$ cat src/core/raic_defines.svh
`ifndef RAIC_DEFINES_SVH
`define RAIC_DEFINES_SVH

// ----------------------------------------------------------------
// Register indices (byte address is four times the index)
// ----------------------------------------------------------------
`define RAIC_IDX_STATUS      8'h01
`define RAIC_IDX_EQ_CTRL     8'h1e
`define RAIC_IDX_ADAPT       8'h31
`define RAIC_IDX_EYE_IRQ     8'h32
`define RAIC_IDX_EYE_GATE    8'h33
`define RAIC_IDX_ALT_MERIT   8'h6e
`define RAIC_IDX_IRQ_STAT    8'h40
`define RAIC_IDX_IRQ_MASK    8'h41

// ----------------------------------------------------------------
// Reset values
// ----------------------------------------------------------------
`define RAIC_RST_ADAPT       8'h20
`define RAIC_RST_EYE_IRQ     8'h11
`define RAIC_RST_EYE_GATE    8'h88
`define RAIC_RST_EQ_CTRL     8'h08
`define RAIC_RST_ALT_MERIT   8'h00
`define RAIC_RST_IRQ_MASK    4'h0

// ----------------------------------------------------------------
// Field positions
// ----------------------------------------------------------------
`define RAIC_ADAPT_WMASK     8'hfb
`define RAIC_ALT_WMASK       8'h80
`define RAIC_EQ_CTRL_WMASK   8'h0a
`define RAIC_BIT_PATERR_EN   7
`define RAIC_MODE_HI         6
`define RAIC_MODE_LO         5
`define RAIC_MERIT_HI        4
`define RAIC_MERIT_LO        3
`define RAIC_BIT_LOCK_EN     1
`define RAIC_BIT_CARR_EN     0
`define RAIC_BIT_DFE_OFF     3
`define RAIC_BIT_DFE_ON      1
`define RAIC_BIT_ALT_MERIT   7
`define RAIC_ST_LOCK         5
`define RAIC_ST_CARR         0
`define RAIC_IRQ_PAT         0
`define RAIC_IRQ_LOCK        1
`define RAIC_IRQ_CARR        2
`define RAIC_IRQ_EYE         3
`define RAIC_EYE_UNIT_SHIFT  3

// ----------------------------------------------------------------
// Bus answers
// ----------------------------------------------------------------
`define RAIC_RESP_OKAY       2'h0
`define RAIC_RESP_SLVERR     2'h2

`endif

$ cat src/core/raic_pkg.sv
`default_nettype none
package raic_pkg;

	// Adaptation sequence states
	typedef enum logic [4:0]
	{
		SEQ_IDLE  = 5'h01,
		SEQ_CTLE1 = 5'h02,
		SEQ_DFE   = 5'h04,
		SEQ_CTLE2 = 5'h08,
		SEQ_DONE  = 5'h10
	} raic_seq_state_t;

	// Sequencer state
	typedef struct packed
	{
		raic_seq_state_t state;
		logic            ctle_run;
		logic            dfe_run;
		logic            done;
	} raic_seq_regs_t;

	// Register bank and bus slave state
	typedef struct packed
	{
		logic        awready;
		logic        wready;
		logic        bvalid;
		logic [1:0]  bresp;
		logic        aw_full;
		logic        w_full;
		logic [7:0]  waddr_idx;
		logic        waddr_ok;
		logic [7:0]  wdata;
		logic        wstrb0;
		logic        arready;
		logic        rvalid;
		logic [1:0]  rresp;
		logic [31:0] rdata;
		logic [7:0]  adapt;
		logic [7:0]  eye_irq;
		logic [7:0]  eye_gate;
		logic [7:0]  eq_ctrl;
		logic [7:0]  alt_merit;
		logic [3:0]  irq_stat;
		logic [3:0]  irq_mask;
		logic        irq;
		logic        restart;
		logic        lock_s1;
		logic        lock_s2;
		logic        lock_d;
		logic        carr_s1;
		logic        carr_s2;
		logic        carr_d;
		logic        merit_h;
		logic        merit_v;
		logic        merit_alt;
	} raic_regs_t;

endpackage
`default_nettype wire

$ cat src/core/raic_seq_if.sv
`timescale 1ns/100ps
`default_nettype none
interface raic_seq_if #(parameter int EYE_W = 8);

	logic [1:0]       mode;
	logic             dfe_ok;
	logic             restart;
	logic             ctle_optimal;
	logic             dfe_done;
	logic             cdr_locked;
	logic [3:0]       h_gate;
	logic [3:0]       v_gate;
	logic [EYE_W-1:0] h_eye;
	logic [EYE_W-1:0] v_eye;
	logic             ctle_run;
	logic             dfe_run;
	logic             done;

	// Register bank side
	modport ctl
	(
		output mode, dfe_ok, restart, ctle_optimal, dfe_done, cdr_locked,
		output h_gate, v_gate, h_eye, v_eye,
		input  ctle_run, dfe_run, done
	);

	// Sequencer side
	modport seq
	(
		input  mode, dfe_ok, restart, ctle_optimal, dfe_done, cdr_locked,
		input  h_gate, v_gate, h_eye, v_eye,
		output ctle_run, dfe_run, done
	);

endinterface
`default_nettype wire

$ cat src/core/raic_adapt_seq.sv
`timescale 1ns/100ps
`default_nettype none
`include "raic_defines.svh"
module raic_adapt_seq #(parameter int EYE_W = 8)
(
	input  wire logic core_clk,
	input  wire logic rst,
	raic_seq_if.seq   sb
);

	raic_pkg::raic_seq_regs_t st_reg;
	raic_pkg::raic_seq_regs_t st_next;
	logic                     eye_ok;
	logic [EYE_W-1:0]         h_min;
	logic [EYE_W-1:0]         v_min;

	// ----------------------------------------------------------------
	// Eye gate before DFE
	// ----------------------------------------------------------------
	assign h_min  = {{(EYE_W-7){1'b0}}, sb.h_gate, 3'h0};
	assign v_min  = {{(EYE_W-7){1'b0}}, sb.v_gate, 3'h0};
	assign eye_ok = (sb.h_eye >= h_min) && (sb.v_eye >= v_min); // see RL11

	// ----------------------------------------------------------------
	// Sequence control
	// ----------------------------------------------------------------
	always_comb
	begin
		st_next = st_reg;
		unique case (st_reg.state)
			raic_pkg::SEQ_IDLE:
			begin
				if (sb.mode == 2'h1)
					st_next.state = raic_pkg::SEQ_CTLE1; // see RL2
				else if (sb.mode != 2'h0 && sb.dfe_ok)
					st_next.state = raic_pkg::SEQ_CTLE1; // see RL5
			end
			raic_pkg::SEQ_CTLE1:
			begin
				if (sb.mode == 2'h1 && sb.ctle_optimal)
					st_next.state = raic_pkg::SEQ_DONE; // see RL2
				else if (sb.mode == 2'h2 && sb.ctle_optimal)
					st_next.state = raic_pkg::SEQ_DFE; // see RL3
				else if (sb.mode == 2'h3 && sb.cdr_locked && eye_ok)
					st_next.state = raic_pkg::SEQ_DFE; // see RL4
			end
			raic_pkg::SEQ_DFE:
			begin
				if (sb.dfe_done)
					st_next.state = raic_pkg::SEQ_CTLE2; // see RL3
			end
			raic_pkg::SEQ_CTLE2:
			begin
				if (sb.ctle_optimal)
					st_next.state = raic_pkg::SEQ_DONE; // see RL4
			end
			raic_pkg::SEQ_DONE:
			begin
				st_next.state = raic_pkg::SEQ_DONE;
			end
			default:
			begin
				st_next.state = raic_pkg::SEQ_IDLE;
			end
		endcase
		// Mode 00 or a new mode restarts from idle
		if (sb.mode == 2'h0 || sb.restart)
			st_next.state = raic_pkg::SEQ_IDLE; // see RL2
		st_next.ctle_run = (st_next.state == raic_pkg::SEQ_CTLE1) || (st_next.state == raic_pkg::SEQ_CTLE2);
		st_next.dfe_run  = (st_next.state == raic_pkg::SEQ_DFE);
		st_next.done     = (st_next.state == raic_pkg::SEQ_DONE);
	end

	// State register
	always_ff @(posedge core_clk or posedge rst)
	begin
		if (rst)
		begin
			st_reg.state    <= raic_pkg::SEQ_IDLE;
			st_reg.ctle_run <= 1'b0;
			st_reg.dfe_run  <= 1'b0;
			st_reg.done     <= 1'b0;
		end
		else
			st_reg <= st_next;
	end

	// Outputs from flops
	assign sb.ctle_run = st_reg.ctle_run;
	assign sb.dfe_run  = st_reg.dfe_run;
	assign sb.done     = st_reg.done;

endmodule
`default_nettype wire

$ cat src/core/raic_top.sv
// Register access over AXI4-Lite was chosen for this implementation.
`timescale 1ns/100ps
`default_nettype none
`include "raic_defines.svh"
// Overview of operation
// RL1: With the pattern error enable set, each pattern error pulse sets the pattern error interrupt flag.
// RL2: Adaptation select 00 stops all adaptation and 01 runs only the CTLE until optimal.
// RL3: Select 10 runs the CTLE until optimal, then the DFE, then the CTLE again.
// RL4: Select 11 runs the CTLE until lock, then the DFE, then the equalizer until optimal.
// RL5: Software enables the DFE in the equalizer control register before selecting 10 or 11.
// RL6: Merit select 00 and 11 use both eye openings, 01 horizontal only, 10 vertical only.
// RL7: The alternate merit bit, when set, selects the alternate figure and overrides the merit select.
// RL8: The lock drop enable gates the lock loss interrupt, whose flag shows in status bit 5.
// RL9: The carrier drop enable gates the signal loss interrupt, whose flag shows in status bit 0.
// RL10: Two four-bit eye interrupt levels each count in units of eight eye counts.
// RL11: In select 11 the DFE starts only once both eye openings reach their gate levels.
// RL12: The eye interrupt flags when either eye opening falls below its level times eight.
module raic_top #(
	parameter int AW    = 12,
	parameter int EYE_W = 8
)
(
	input  wire logic             core_clk,
	input  wire logic             rst,
	input  wire logic [AW-1:0]    s_axi_awaddr,
	input  wire logic             s_axi_awvalid,
	output var  logic             s_axi_awready,
	input  wire logic [31:0]      s_axi_wdata,
	input  wire logic [3:0]       s_axi_wstrb,
	input  wire logic             s_axi_wvalid,
	output var  logic             s_axi_wready,
	output var  logic [1:0]       s_axi_bresp,
	output var  logic             s_axi_bvalid,
	input  wire logic             s_axi_bready,
	input  wire logic [AW-1:0]    s_axi_araddr,
	input  wire logic             s_axi_arvalid,
	output var  logic             s_axi_arready,
	output var  logic [31:0]      s_axi_rdata,
	output var  logic [1:0]       s_axi_rresp,
	output var  logic             s_axi_rvalid,
	input  wire logic             s_axi_rready,
	input  wire logic             pattern_error,
	input  wire logic             cdr_lock_async,
	input  wire logic             signal_detect_async,
	input  wire logic             eye_valid,
	input  wire logic [EYE_W-1:0] horizontal_eye_opening,
	input  wire logic [EYE_W-1:0] vertical_eye_opening,
	input  wire logic             ctle_optimal,
	input  wire logic             dfe_done,
	output var  logic             ctle_adapt_run,
	output var  logic             dfe_adapt_run,
	output var  logic             adapt_done,
	output var  logic             merit_use_horiz,
	output var  logic             merit_use_vert,
	output var  logic             merit_use_alt,
	output var  logic             irq
);

	raic_pkg::raic_regs_t st_reg;
	raic_pkg::raic_regs_t st_next;
	raic_seq_if #(.EYE_W(EYE_W)) seq_bus();

	logic [EYE_W-1:0] h_lvl;
	logic [EYE_W-1:0] v_lvl;
	logic [3:0]       ev_set;
	logic [3:0]       ev_clr;
	logic             aw_take;
	logic             w_take;
	logic             ar_take;
	logic [7:0]       rd_idx;

	// ----------------------------------------------------------------
	// Address decode
	// ----------------------------------------------------------------

	// True when the byte address hits a mapped word
	function automatic logic raic_map_ok(input logic [AW-1:0] addr);
		logic [7:0] idx;
		logic       hit;
		idx = addr[9:2];
		hit = 1'b0;

		// Unaligned or out-of-range addresses miss
		if (addr[1:0] == 2'h0 && (AW <= 10 || (addr >> 10) == '0))
		begin
			unique case (idx)
				`RAIC_IDX_STATUS, `RAIC_IDX_EQ_CTRL, `RAIC_IDX_ADAPT, `RAIC_IDX_EYE_IRQ,
				`RAIC_IDX_EYE_GATE, `RAIC_IDX_ALT_MERIT, `RAIC_IDX_IRQ_STAT, `RAIC_IDX_IRQ_MASK:
					hit = 1'b1;
				default:
					hit = 1'b0;
			endcase
		end
		return hit;
	endfunction

	// ----------------------------------------------------------------
	// Event detection
	// ----------------------------------------------------------------

	// Eye interrupt levels in eye counts
	assign h_lvl = {{(EYE_W-7){1'b0}}, st_reg.eye_irq[7:4], 3'h0}; // see RL10
	assign v_lvl = {{(EYE_W-7){1'b0}}, st_reg.eye_irq[3:0], 3'h0}; // see RL10

	// Events that set sticky flags, all but the eye event gated by an enable
	always_comb
	begin
		ev_set = 4'h0;
		ev_set[`RAIC_IRQ_PAT]  = pattern_error && st_reg.adapt[`RAIC_BIT_PATERR_EN]; // see RL1
		ev_set[`RAIC_IRQ_LOCK] = st_reg.lock_d && !st_reg.lock_s2 && st_reg.adapt[`RAIC_BIT_LOCK_EN]; // see RL8
		ev_set[`RAIC_IRQ_CARR] = st_reg.carr_d && !st_reg.carr_s2 && st_reg.adapt[`RAIC_BIT_CARR_EN]; // see RL9
		ev_set[`RAIC_IRQ_EYE]  = eye_valid && ((horizontal_eye_opening < h_lvl) ||
			(vertical_eye_opening < v_lvl)); // see RL12
	end

	// Channel handshakes
	assign aw_take = s_axi_awvalid && st_reg.awready;
	assign w_take  = s_axi_wvalid && st_reg.wready;
	assign ar_take = s_axi_arvalid && st_reg.arready;
	assign rd_idx  = s_axi_araddr[9:2];

	// ----------------------------------------------------------------
	// Next state
	// ----------------------------------------------------------------
	always_comb
	begin
		st_next         = st_reg;
		ev_clr          = 4'h0;
		st_next.restart = 1'b0;

		// Level inputs through two flops
		// A third flop keeps the last synced level for edge detection
		st_next.lock_s1 = cdr_lock_async;
		st_next.lock_s2 = st_reg.lock_s1;
		st_next.lock_d  = st_reg.lock_s2;
		st_next.carr_s1 = signal_detect_async;
		st_next.carr_s2 = st_reg.carr_s1;
		st_next.carr_d  = st_reg.carr_s2;

		// Write address and data, taken in either order
		if (aw_take)
		begin
			st_next.awready   = 1'b0;
			st_next.aw_full   = 1'b1;
			st_next.waddr_idx = s_axi_awaddr[9:2];
			st_next.waddr_ok  = raic_map_ok(s_axi_awaddr);
		end
		if (w_take)
		begin
			st_next.wready = 1'b0;
			st_next.w_full = 1'b1;
			st_next.wdata  = s_axi_wdata[7:0];
			st_next.wstrb0 = s_axi_wstrb[0];
		end

		// Register write once both halves are held
		if (st_reg.aw_full && st_reg.w_full && !st_reg.bvalid)
		begin
			st_next.aw_full = 1'b0;
			st_next.w_full  = 1'b0;
			st_next.bvalid  = 1'b1;
			st_next.bresp   = st_reg.waddr_ok ? `RAIC_RESP_OKAY : `RAIC_RESP_SLVERR;
			// Unmapped writes answer an error and change nothing
			if (st_reg.waddr_ok && st_reg.wstrb0)
			begin
				unique case (st_reg.waddr_idx)
					`RAIC_IDX_ADAPT:
					begin
						st_next.adapt = st_reg.wdata & `RAIC_ADAPT_WMASK;
						// A new mode restarts the sequence
						if (st_reg.wdata[`RAIC_MODE_HI:`RAIC_MODE_LO] != st_reg.adapt[`RAIC_MODE_HI:`RAIC_MODE_LO])
							st_next.restart = 1'b1;
					end
					`RAIC_IDX_EYE_IRQ:
						st_next.eye_irq = st_reg.wdata;
					`RAIC_IDX_EYE_GATE:
						st_next.eye_gate = st_reg.wdata;
					`RAIC_IDX_EQ_CTRL:
						st_next.eq_ctrl = st_reg.wdata & `RAIC_EQ_CTRL_WMASK;
					`RAIC_IDX_ALT_MERIT:
						st_next.alt_merit = st_reg.wdata & `RAIC_ALT_WMASK;
					`RAIC_IDX_IRQ_STAT:
						ev_clr = st_reg.wdata[3:0];
					`RAIC_IDX_IRQ_MASK:
						st_next.irq_mask = st_reg.wdata[3:0];
					default:
						ev_clr = 4'h0;
				endcase
			end
		end

		// Write response taken
		if (st_reg.bvalid && s_axi_bready)
		begin
			st_next.bvalid  = 1'b0;
			st_next.awready = 1'b1;
			st_next.wready  = 1'b1;
		end

		// Read request
		if (ar_take)
		begin
			st_next.arready = 1'b0;
			st_next.rvalid  = 1'b1;
			st_next.rdata   = 32'h0;
			st_next.rresp   = raic_map_ok(s_axi_araddr) ? `RAIC_RESP_OKAY : `RAIC_RESP_SLVERR;
			// Unmapped reads return zero
			if (raic_map_ok(s_axi_araddr))
			begin
				unique case (rd_idx)
					`RAIC_IDX_STATUS:
					begin
						st_next.rdata[`RAIC_ST_LOCK] = st_reg.irq_stat[`RAIC_IRQ_LOCK]; // see RL8
						st_next.rdata[`RAIC_ST_CARR] = st_reg.irq_stat[`RAIC_IRQ_CARR]; // see RL9
					end
					`RAIC_IDX_ADAPT:
						st_next.rdata[7:0] = st_reg.adapt;
					`RAIC_IDX_EYE_IRQ:
						st_next.rdata[7:0] = st_reg.eye_irq;
					`RAIC_IDX_EYE_GATE:
						st_next.rdata[7:0] = st_reg.eye_gate;
					`RAIC_IDX_EQ_CTRL:
						st_next.rdata[7:0] = st_reg.eq_ctrl;
					`RAIC_IDX_ALT_MERIT:
						st_next.rdata[7:0] = st_reg.alt_merit;
					`RAIC_IDX_IRQ_STAT:
						st_next.rdata[3:0] = st_reg.irq_stat;
					`RAIC_IDX_IRQ_MASK:
						st_next.rdata[3:0] = st_reg.irq_mask;
					default:
						st_next.rdata = 32'h0;
				endcase
			end
		end
		if (st_reg.rvalid && s_axi_rready)
		begin
			st_next.rvalid  = 1'b0;
			st_next.arready = 1'b1;
		end

		// Sticky flags, a new event wins over the clear
		st_next.irq_stat = (st_reg.irq_stat & ~ev_clr) | ev_set; // see RL1
		st_next.irq      = |(st_next.irq_stat & st_next.irq_mask);

		// Figure of merit selection
		st_next.merit_alt = st_next.alt_merit[`RAIC_BIT_ALT_MERIT]; // see RL7
		if (st_next.merit_alt)
		begin
			st_next.merit_h = 1'b0; // see RL7
			st_next.merit_v = 1'b0;
		end
		else
		begin
			unique case (st_next.adapt[`RAIC_MERIT_HI:`RAIC_MERIT_LO])
				2'h1:
				begin
					st_next.merit_h = 1'b1; // see RL6
					st_next.merit_v = 1'b0;
				end
				2'h2:
				begin
					st_next.merit_h = 1'b0; // see RL6
					st_next.merit_v = 1'b1;
				end
				default:
				begin
					st_next.merit_h = 1'b1; // see RL6
					st_next.merit_v = 1'b1;
				end
			endcase
		end
	end

	// ----------------------------------------------------------------
	// State register
	// ----------------------------------------------------------------
	always_ff @(posedge core_clk or posedge rst)
	begin
		if (rst)
		begin
			st_reg           <= '0;
			// Readies idle high so a request is taken at once
			st_reg.awready   <= 1'b1;
			st_reg.wready    <= 1'b1;
			st_reg.arready   <= 1'b1;
			st_reg.adapt     <= `RAIC_RST_ADAPT;
			st_reg.eye_irq   <= `RAIC_RST_EYE_IRQ;
			st_reg.eye_gate  <= `RAIC_RST_EYE_GATE;
			st_reg.eq_ctrl   <= `RAIC_RST_EQ_CTRL;
			st_reg.alt_merit <= `RAIC_RST_ALT_MERIT;
			st_reg.irq_mask  <= `RAIC_RST_IRQ_MASK;
			st_reg.merit_h   <= 1'b1;
			st_reg.merit_v   <= 1'b1;
		end
		else
			st_reg <= st_next;
	end

	// ----------------------------------------------------------------
	// Adaptation sequencer
	// ----------------------------------------------------------------

	// Bank to sequencer
	assign seq_bus.mode         = st_reg.adapt[`RAIC_MODE_HI:`RAIC_MODE_LO]; // see RL2
	assign seq_bus.dfe_ok       = !st_reg.eq_ctrl[`RAIC_BIT_DFE_OFF] && st_reg.eq_ctrl[`RAIC_BIT_DFE_ON]; // see RL5
	assign seq_bus.restart      = st_reg.restart;
	assign seq_bus.ctle_optimal = ctle_optimal;
	assign seq_bus.dfe_done     = dfe_done;
	// Lock reaches the sequencer only after the synchroniser
	assign seq_bus.cdr_locked   = st_reg.lock_s2;
	assign seq_bus.h_gate       = st_reg.eye_gate[7:4]; // see RL11
	assign seq_bus.v_gate       = st_reg.eye_gate[3:0]; // see RL11
	assign seq_bus.h_eye        = horizontal_eye_opening;
	assign seq_bus.v_eye        = vertical_eye_opening;

	raic_adapt_seq #(.EYE_W(EYE_W)) u_seq
	(
		.core_clk (core_clk),
		.rst      (rst),
		.sb       (seq_bus)
	);

	// ----------------------------------------------------------------
	// Outputs
	// ----------------------------------------------------------------
	// Bus channel outputs
	assign s_axi_awready   = st_reg.awready;
	assign s_axi_wready    = st_reg.wready;
	assign s_axi_bvalid    = st_reg.bvalid;
	assign s_axi_bresp     = st_reg.bresp;
	assign s_axi_arready   = st_reg.arready;
	assign s_axi_rvalid    = st_reg.rvalid;
	assign s_axi_rresp     = st_reg.rresp;
	assign s_axi_rdata     = st_reg.rdata;

	// Sequencer, merit and interrupt outputs
	assign ctle_adapt_run  = seq_bus.ctle_run;
	assign dfe_adapt_run   = seq_bus.dfe_run;
	assign adapt_done      = seq_bus.done;
	assign merit_use_horiz = st_reg.merit_h;
	assign merit_use_vert  = st_reg.merit_v;
	assign merit_use_alt   = st_reg.merit_alt;
	assign irq             = st_reg.irq; // see RL1

endmodule
`default_nettype wire

$ cat config.mk
export PLATFORM = sky130hd
export DESIGN_NAME = raic_top
export DESIGN_NICKNAME = d
export VERILOG_FILES = /design/src/core/raic_pkg.sv /design/src/core/raic_seq_if.sv /design/src/core/raic_adapt_seq.sv /design/src/core/raic_top.sv
export VERILOG_INCLUDE_DIRS = /design/src /design/src/core
export SDC_FILE = /design/constraint.sdc
export NUM_CORES = 1
export LEC_CHECK = 0
export BUFFER_PORTS_ARGS = -buffer_cell sky130_fd_sc_hd__buf_4
export CAP_MARGIN = 20
export CORE_MARGIN = 5
export CORE_UTILIZATION = 52
export CTS_CLUSTER_DIAMETER = 120
export DETAILED_ROUTE_END_ITERATION = 10
export HOLD_SLACK_MARGIN = 0.1
export PLACE_DENSITY = 0.85
export SLEW_MARGIN = 20
export SYNTH_ARGS = -nofsm -noshare
export SYNTH_HDL_FRONTEND = slang
export SYNTH_SLANG_ARGS = --single-unit
$ cat constraint.sdc
create_clock -name core_clk -period 2.85 [get_ports core_clk]
set_clock_uncertainty 0.05 [all_clocks]
set_input_delay 0.285 -clock core_clk [delete_from_list [all_inputs] [get_ports core_clk]]
set_output_delay 0.285 -clock core_clk [all_outputs]
set_load 0.05 [all_outputs]
* Yosys cells after proc, flatten, opt, wreduce, memory -nomap -nowiden
Cells that the tools add are included.
** Cells by class
- Bitwise logic cells :: 4
- Magnitude comparators :: 4
- Reduce and logical (&&, ||, !) cells :: 49
- Multiply operators :: 0
- Div/mod/pow operators :: 0
- Multiplexer cells :: 49
- Shifts and indexed selects :: 0
- Eq/ne operators :: 38
- Add/subtract/negate cells :: 0
** Operators by type and width (count)
- $mux W37 :: 2
- $eq A8 B6 Y1 const B :: 9
- $eq A8 B7 Y1 const B :: 9
- $mux W5 :: 10
- $mux W36 :: 1
- $mux W8 :: 4
- $mux W4 :: 7
- $pmux W5 S5 :: 1
- $eq A8 B5 Y1 const B :: 3
- $logic_not A12 Y1 :: 2
- $logic_and A1 B1 Y1 :: 23
- $pmux W3 S6 :: 1
- $eq A8 B1 Y1 const B :: 2
- $ge A8 B7 Y1 :: 2
- $lt A8 B7 Y1 :: 2
- $reduce_or A8 Y1 :: 2
- $reduce_bool A2 Y1 :: 7
- $mux W1 :: 13
- $reduce_and A3 Y1 :: 4
- $eq A5 B2 Y1 const B :: 2
- $eq A5 B3 Y1 const B :: 2
- $eq A5 B4 Y1 const B :: 2
- $eq A5 B5 Y1 const B :: 2
- $and A4 B4 Y4 :: 2
- other kinds (17) :: 30
** Storage, ports and cells
- Register bits :: 113
- Bits of input ports :: 89
- Bits in latches :: 0
- Output and inout port bits :: 48
- Word-level logic and storage cells :: 180
- Memory bits (writable) :: 0
- Memories kept :: 0
- Bits in read-only memories :: 0

* Logic depth before layout (Yosys ltp)
- Depth in word-level cells :: 10
- Depth in mapped cells :: 7
- Mapped depth without buffers :: 7

* By module
Synthesis repeated with hierarchy kept, for this count alone.
** Second synthesis, totals
- Cells, all modules :: 422
- Area, all modules :: 4576.9 sq um
** Modules (own cells, without submodules)
- raic_top :: instances 1, cells an instance 344, area each 3897.5 sq um, seq. area each 1990.7 sq um
- raic_adapt_seq :: instances 1, cells an instance 78, area each 679.4 sq um, seq. area each 201.4 sq um

* Least setup slack after synthesis
No wires, ideal clock.
- Path kind :: register to register
- Start :: reg st_reg (netlist bit s_axi_bvalid)
- End :: reg st_reg (netlist bit irq)
- Buffers on the path :: 0
- Stages on the path, launching flop included :: 6
- Setup slack :: 0.687 ns
- Arrival :: 1.985 ns
- Library setup time :: 0.129 ns
- Path through :: dfrtp_1 > nor4b_4 > nand4_4 > mux2_4 > a21boi_1 > a2111o_1
** RTL lines
- start, declared :: RTL line raic_top.sv:59 : raic_pkg::raic_regs_t st_reg;
- start signal, assigned :: RTL line raic_top.sv:296 : st_reg <= st_next;

==> impl_metrics.json <==
{
  "cts-root-to-sink-buffers": 2,
  "critical_path.startpoint_type": "register",
  "synth_area_per_cell_um2": 10.36,
  "worstHoldStart": "s_axi_wdata[1]",
  "die_height_um": 104.8,
  "layout_utilization_pct": 63.93,
  "hp-class": "in -> reg",
  "p_int_w": 0.002224,
  "dr.first_iter.drc_count": 187,
  "timing.rr.end": "u_seq.st_reg[5]",
  "numCtsBuffers": 9,
  "antenna_left": 0,
  "syn-instance-count": 451,
  "timing.setup.critical_path_class": "reg -> reg",
  "antenna_cells": 0,
  "via_per_inst": 5.686,
  "routed_wire_length_per_instance_um": 16.55,
  "starting_density_pct": 53.59,
  "flow.area_growth_from_synthesis_pct": 19.30,
  "max_freq_mhz": 438.4,
  "post_route_cells_drive_above_1_share_pct": 28.78,
  "clock_power_share_pct": 29.2,
  "filler_cell_count": 670,
  "synth.lib_cells_used.distinct": 62,
  "number_of_global_route_vias_before_repair": 3705,
  "period_minus_slack_ps": 2281,
  "h-tree-depth": 3,
  "route.detailed.drc": 0,
  "combinational_group_share_of_total_power_pct": 21.0,
  "synth.ff_latch_count": 87,
  "final_max_slew_viol_count": 0,
  "reg2reg_depth": 7,
  "dp_cells": 623,
  "grt_max_degree": 49,
  "final_cell_count_no_fill": 650,
  "crit_path_max_fanout": 3,
  "largest_register_ffs": 41,
  "sequential_cell_area_um2": 2192,
  "fin_nets": 640,
  "r2r-start": "seq_bus.h_gate[0]",
  "min_delay_path_depth": 2,
  "cp_data_required_time_ps": 3060,
  "max_rail_drop_vdd_uv": 492.1,
  "gpl.final_weighted_congestion": 0.8630,
  "worstMarginPinSlew_ps": 827.7,
  "timing_hold_violations_final": 0,
  "timing.final.crit_share_pct": 80.04,
  "finalWirelength_um": 10760,
  "count_of_flip_flops_with_a_built_in_enable_after_synthesis": 0,
  "sinks_on_the_clock_net": 87,
  "timing.final.ws_setup_ps": 569.0,
  "asyncSetResetFlopFracSynth_pct": 100.0,
  "multi_input_gate_area_um2": 2116,
  "critPathCaptureType": "register",
  "cts-resized-gates": 0,
  "grt_use_total_pct": 19.99,
  "p_sw_w": 0.001006,
  "rsz_0062_raised_after_global_routing": "false",
  "cts_tree": "built",
  "yosys_most_used_dff": "dfrtp_1",
  "synthesis.area_um2": 4673,
  "die_area_um2": 10980,
  "clk_latency_ps": 360,
  "vias": 3696,
  "status": "completed",
  "netSwitchingFraction_pct": 31.13,
  "design.core.area_um2": 8721,
  "width_of_the_die_um": 104.8,
  "antenna_found_initial": 0,
  "gr-total-overflow": 0,
  "placementRows": 34,
  "critical_path_arrival_ps": 2490,
  "worstHoldEndpoint": "st_reg[97]",
  "slew_headroom_pct": 44.76,
  "clock-root-buffer": "clkbuf_8",
  "synth-warning-count": 0,
  "wire_length_of_the_first_global_routing_pass_um": 18030,
  "power_density_nw_per_um2": 579.3,
  "flop_pwr_share_pct": 49.8,
  "p_leak_nw": 2.565,
  "placement.io_buffers": 83,
  "hold_slack_ps": 113.5,
  "clk_pin_slew_worst_paths_ps": 90,
  "setup-tns-final_ps": 0,
  "synth_seq_area_share_pct": 46.91,
  "dp_hpwl_um": 8205,
  "ioPinCount": 137,
  "timing.reg2reg.setup_slack_ps": 570,
  "drv_cap": 0,
  "finalSetupViolCount": 0,
  "pre_cts_ws_ps": 582.7,
  "first_pass_iters": 5
}
synth_stat cells, types with 3 or more instances:
| library cell | count | area, um^2 |
|---|---|---|
| a211oi_1 | 3 | 22.52 |
| a21boi_0 | 5 | 37.54 |
| a21oi_1 | 8 | 40.04 |
| a22oi_1 | 6 | 45.04 |
| and4b_1 | 5 | 50.05 |
| buf_2 | 4 | 20.02 |
| buf_4 | 36 | 270.3 |
| clkbuf_1 | 8 | 30.03 |
| dfrtp_1 | 75 | 1877 |
| dfstp_2 | 12 | 315.3 |
| ha_1 | 14 | 175.2 |
| inv_1 | 37 | 138.9 |
| mux2_2 | 34 | 382.9 |
| mux2i_1 | 6 | 60.06 |
| nand2_1 | 40 | 150.1 |
| nand2b_1 | 4 | 25.02 |
| nand3_1 | 8 | 40.04 |
| nand3b_1 | 7 | 52.55 |
| nand4_1 | 11 | 68.82 |
| nand4b_1 | 3 | 26.28 |
| nor2_1 | 16 | 60.06 |
| nor2b_1 | 9 | 56.30 |
| nor3_1 | 6 | 30.03 |
| nor4_1 | 3 | 18.77 |
| o21ai_0 | 41 | 205.2 |
| o31ai_1 | 5 | 37.54 |
worst max-delay path, stage by stage, from the launching register on:
cell	delay [ps]
dfrtp_1	410
ha_1	280
or4b_1	440
a21oi_1	150
a2111oi_0	80
buf_4	150
o32a_1	360
o31ai_1	270
final cells by class:
| class | instances | share of cell area, % |
|---|---|---|
| inverter | 37 | 2.513 |
| tap | 108 | 2.424 |
| clock buffer | 13 | 2.671 |
| sequential | 87 | 39.32 |
| multi-input combinational | 304 | 37.95 |
| timing repair buffer | 98 | 13.91 |
| clock inverter | 3 | 1.212 |
worst max-delay path by stage:
stage                         startpoint  cells past startpoint  slack (ps)          endpoint
6_report               seq_bus.h_gate[0]                      7         570   u_seq.st_reg[5]
5_1_grt                seq_bus.h_gate[0]                      7         430  u_seq.sb.dfe_run
3_3_place_gp   horizontal_eye_opening[3]                      9         660   u_seq.st_reg[5]
4_1_cts                seq_bus.h_gate[0]                      7         570   u_seq.st_reg[5]
3_5_place_dp           seq_bus.h_gate[0]                      7         580   u_seq.st_reg[5]
2_1_floorplan                        rst                      1         280          h_lvl[4]
cell families (layout without fill, tap and decap cells):
family | count (synthesis) | count (layout) | synth area share (%)
simple gates | 128 | 128 | 16.39
compound gates | 92 | 92 | 12.69
flops | 87 | 87 | 46.91
buf+inv | 85 | 151 | 9.826
mux | 41 | 41 | 9.799
fa+ha+maj | 14 | 14 | 3.748
xor+xnor | 3 | 3 | 0.5624
other cells | 1 | 26 | 0.08024
power groups by stage:
stage	logic, W	clock network, W	registers, W
after floorplan	0.000467	0	0.00162
after global placement	0.000650	0	0.00161
after detailed placement	0.000670	0	0.00162
after CTS	0.000682	0.000962	0.00160
after global routing	0.000738	0.00101	0.00163
final	0.000679	0.000944	0.00161
cell usage in the layout, fill, tap and decap left out, types with 7 or more instances in the layout:
master and count:
buf_4 86, dfrtp_1 75, o21ai_0 41, nand2_1 40
inv_1 36, mux2_2 34, conb_1 26, nor2_1 16
ha_1 14, dfstp_2 12, nand4_1 11, dlygate4sd3_1 11
clkbuf_8 10, nor2b_1 9, nand3_1 8, a21oi_1 8
nand3b_1 7
routing by layer:
metal,routed length [um],vias to the layer above,global-route usage [%]
met1,4335,1775,25.69
met3,875,25,3.822
li1,-,1719,-
met5,0,-,0
met2,5302,177,33.32
met4,248,0,7.945
per-stage QoR:
step / total power, W / area [um^2]
detailed placement: 0.002295 / 5249
CTS: 0.003247 / 5565
floorplan: 0.002091 / 4767
global placement: 0.002262 / 5249
global route: 0.003382 / 5575
finish: 0.003230 / 5575
repair_timing:
action / in CTS / in global routing
buffers inserted: 0 / 0
hold buffers: 10 / 1
endpoints found under the hold margin: 48 / 1
Power figures use the tool's default switching activity.
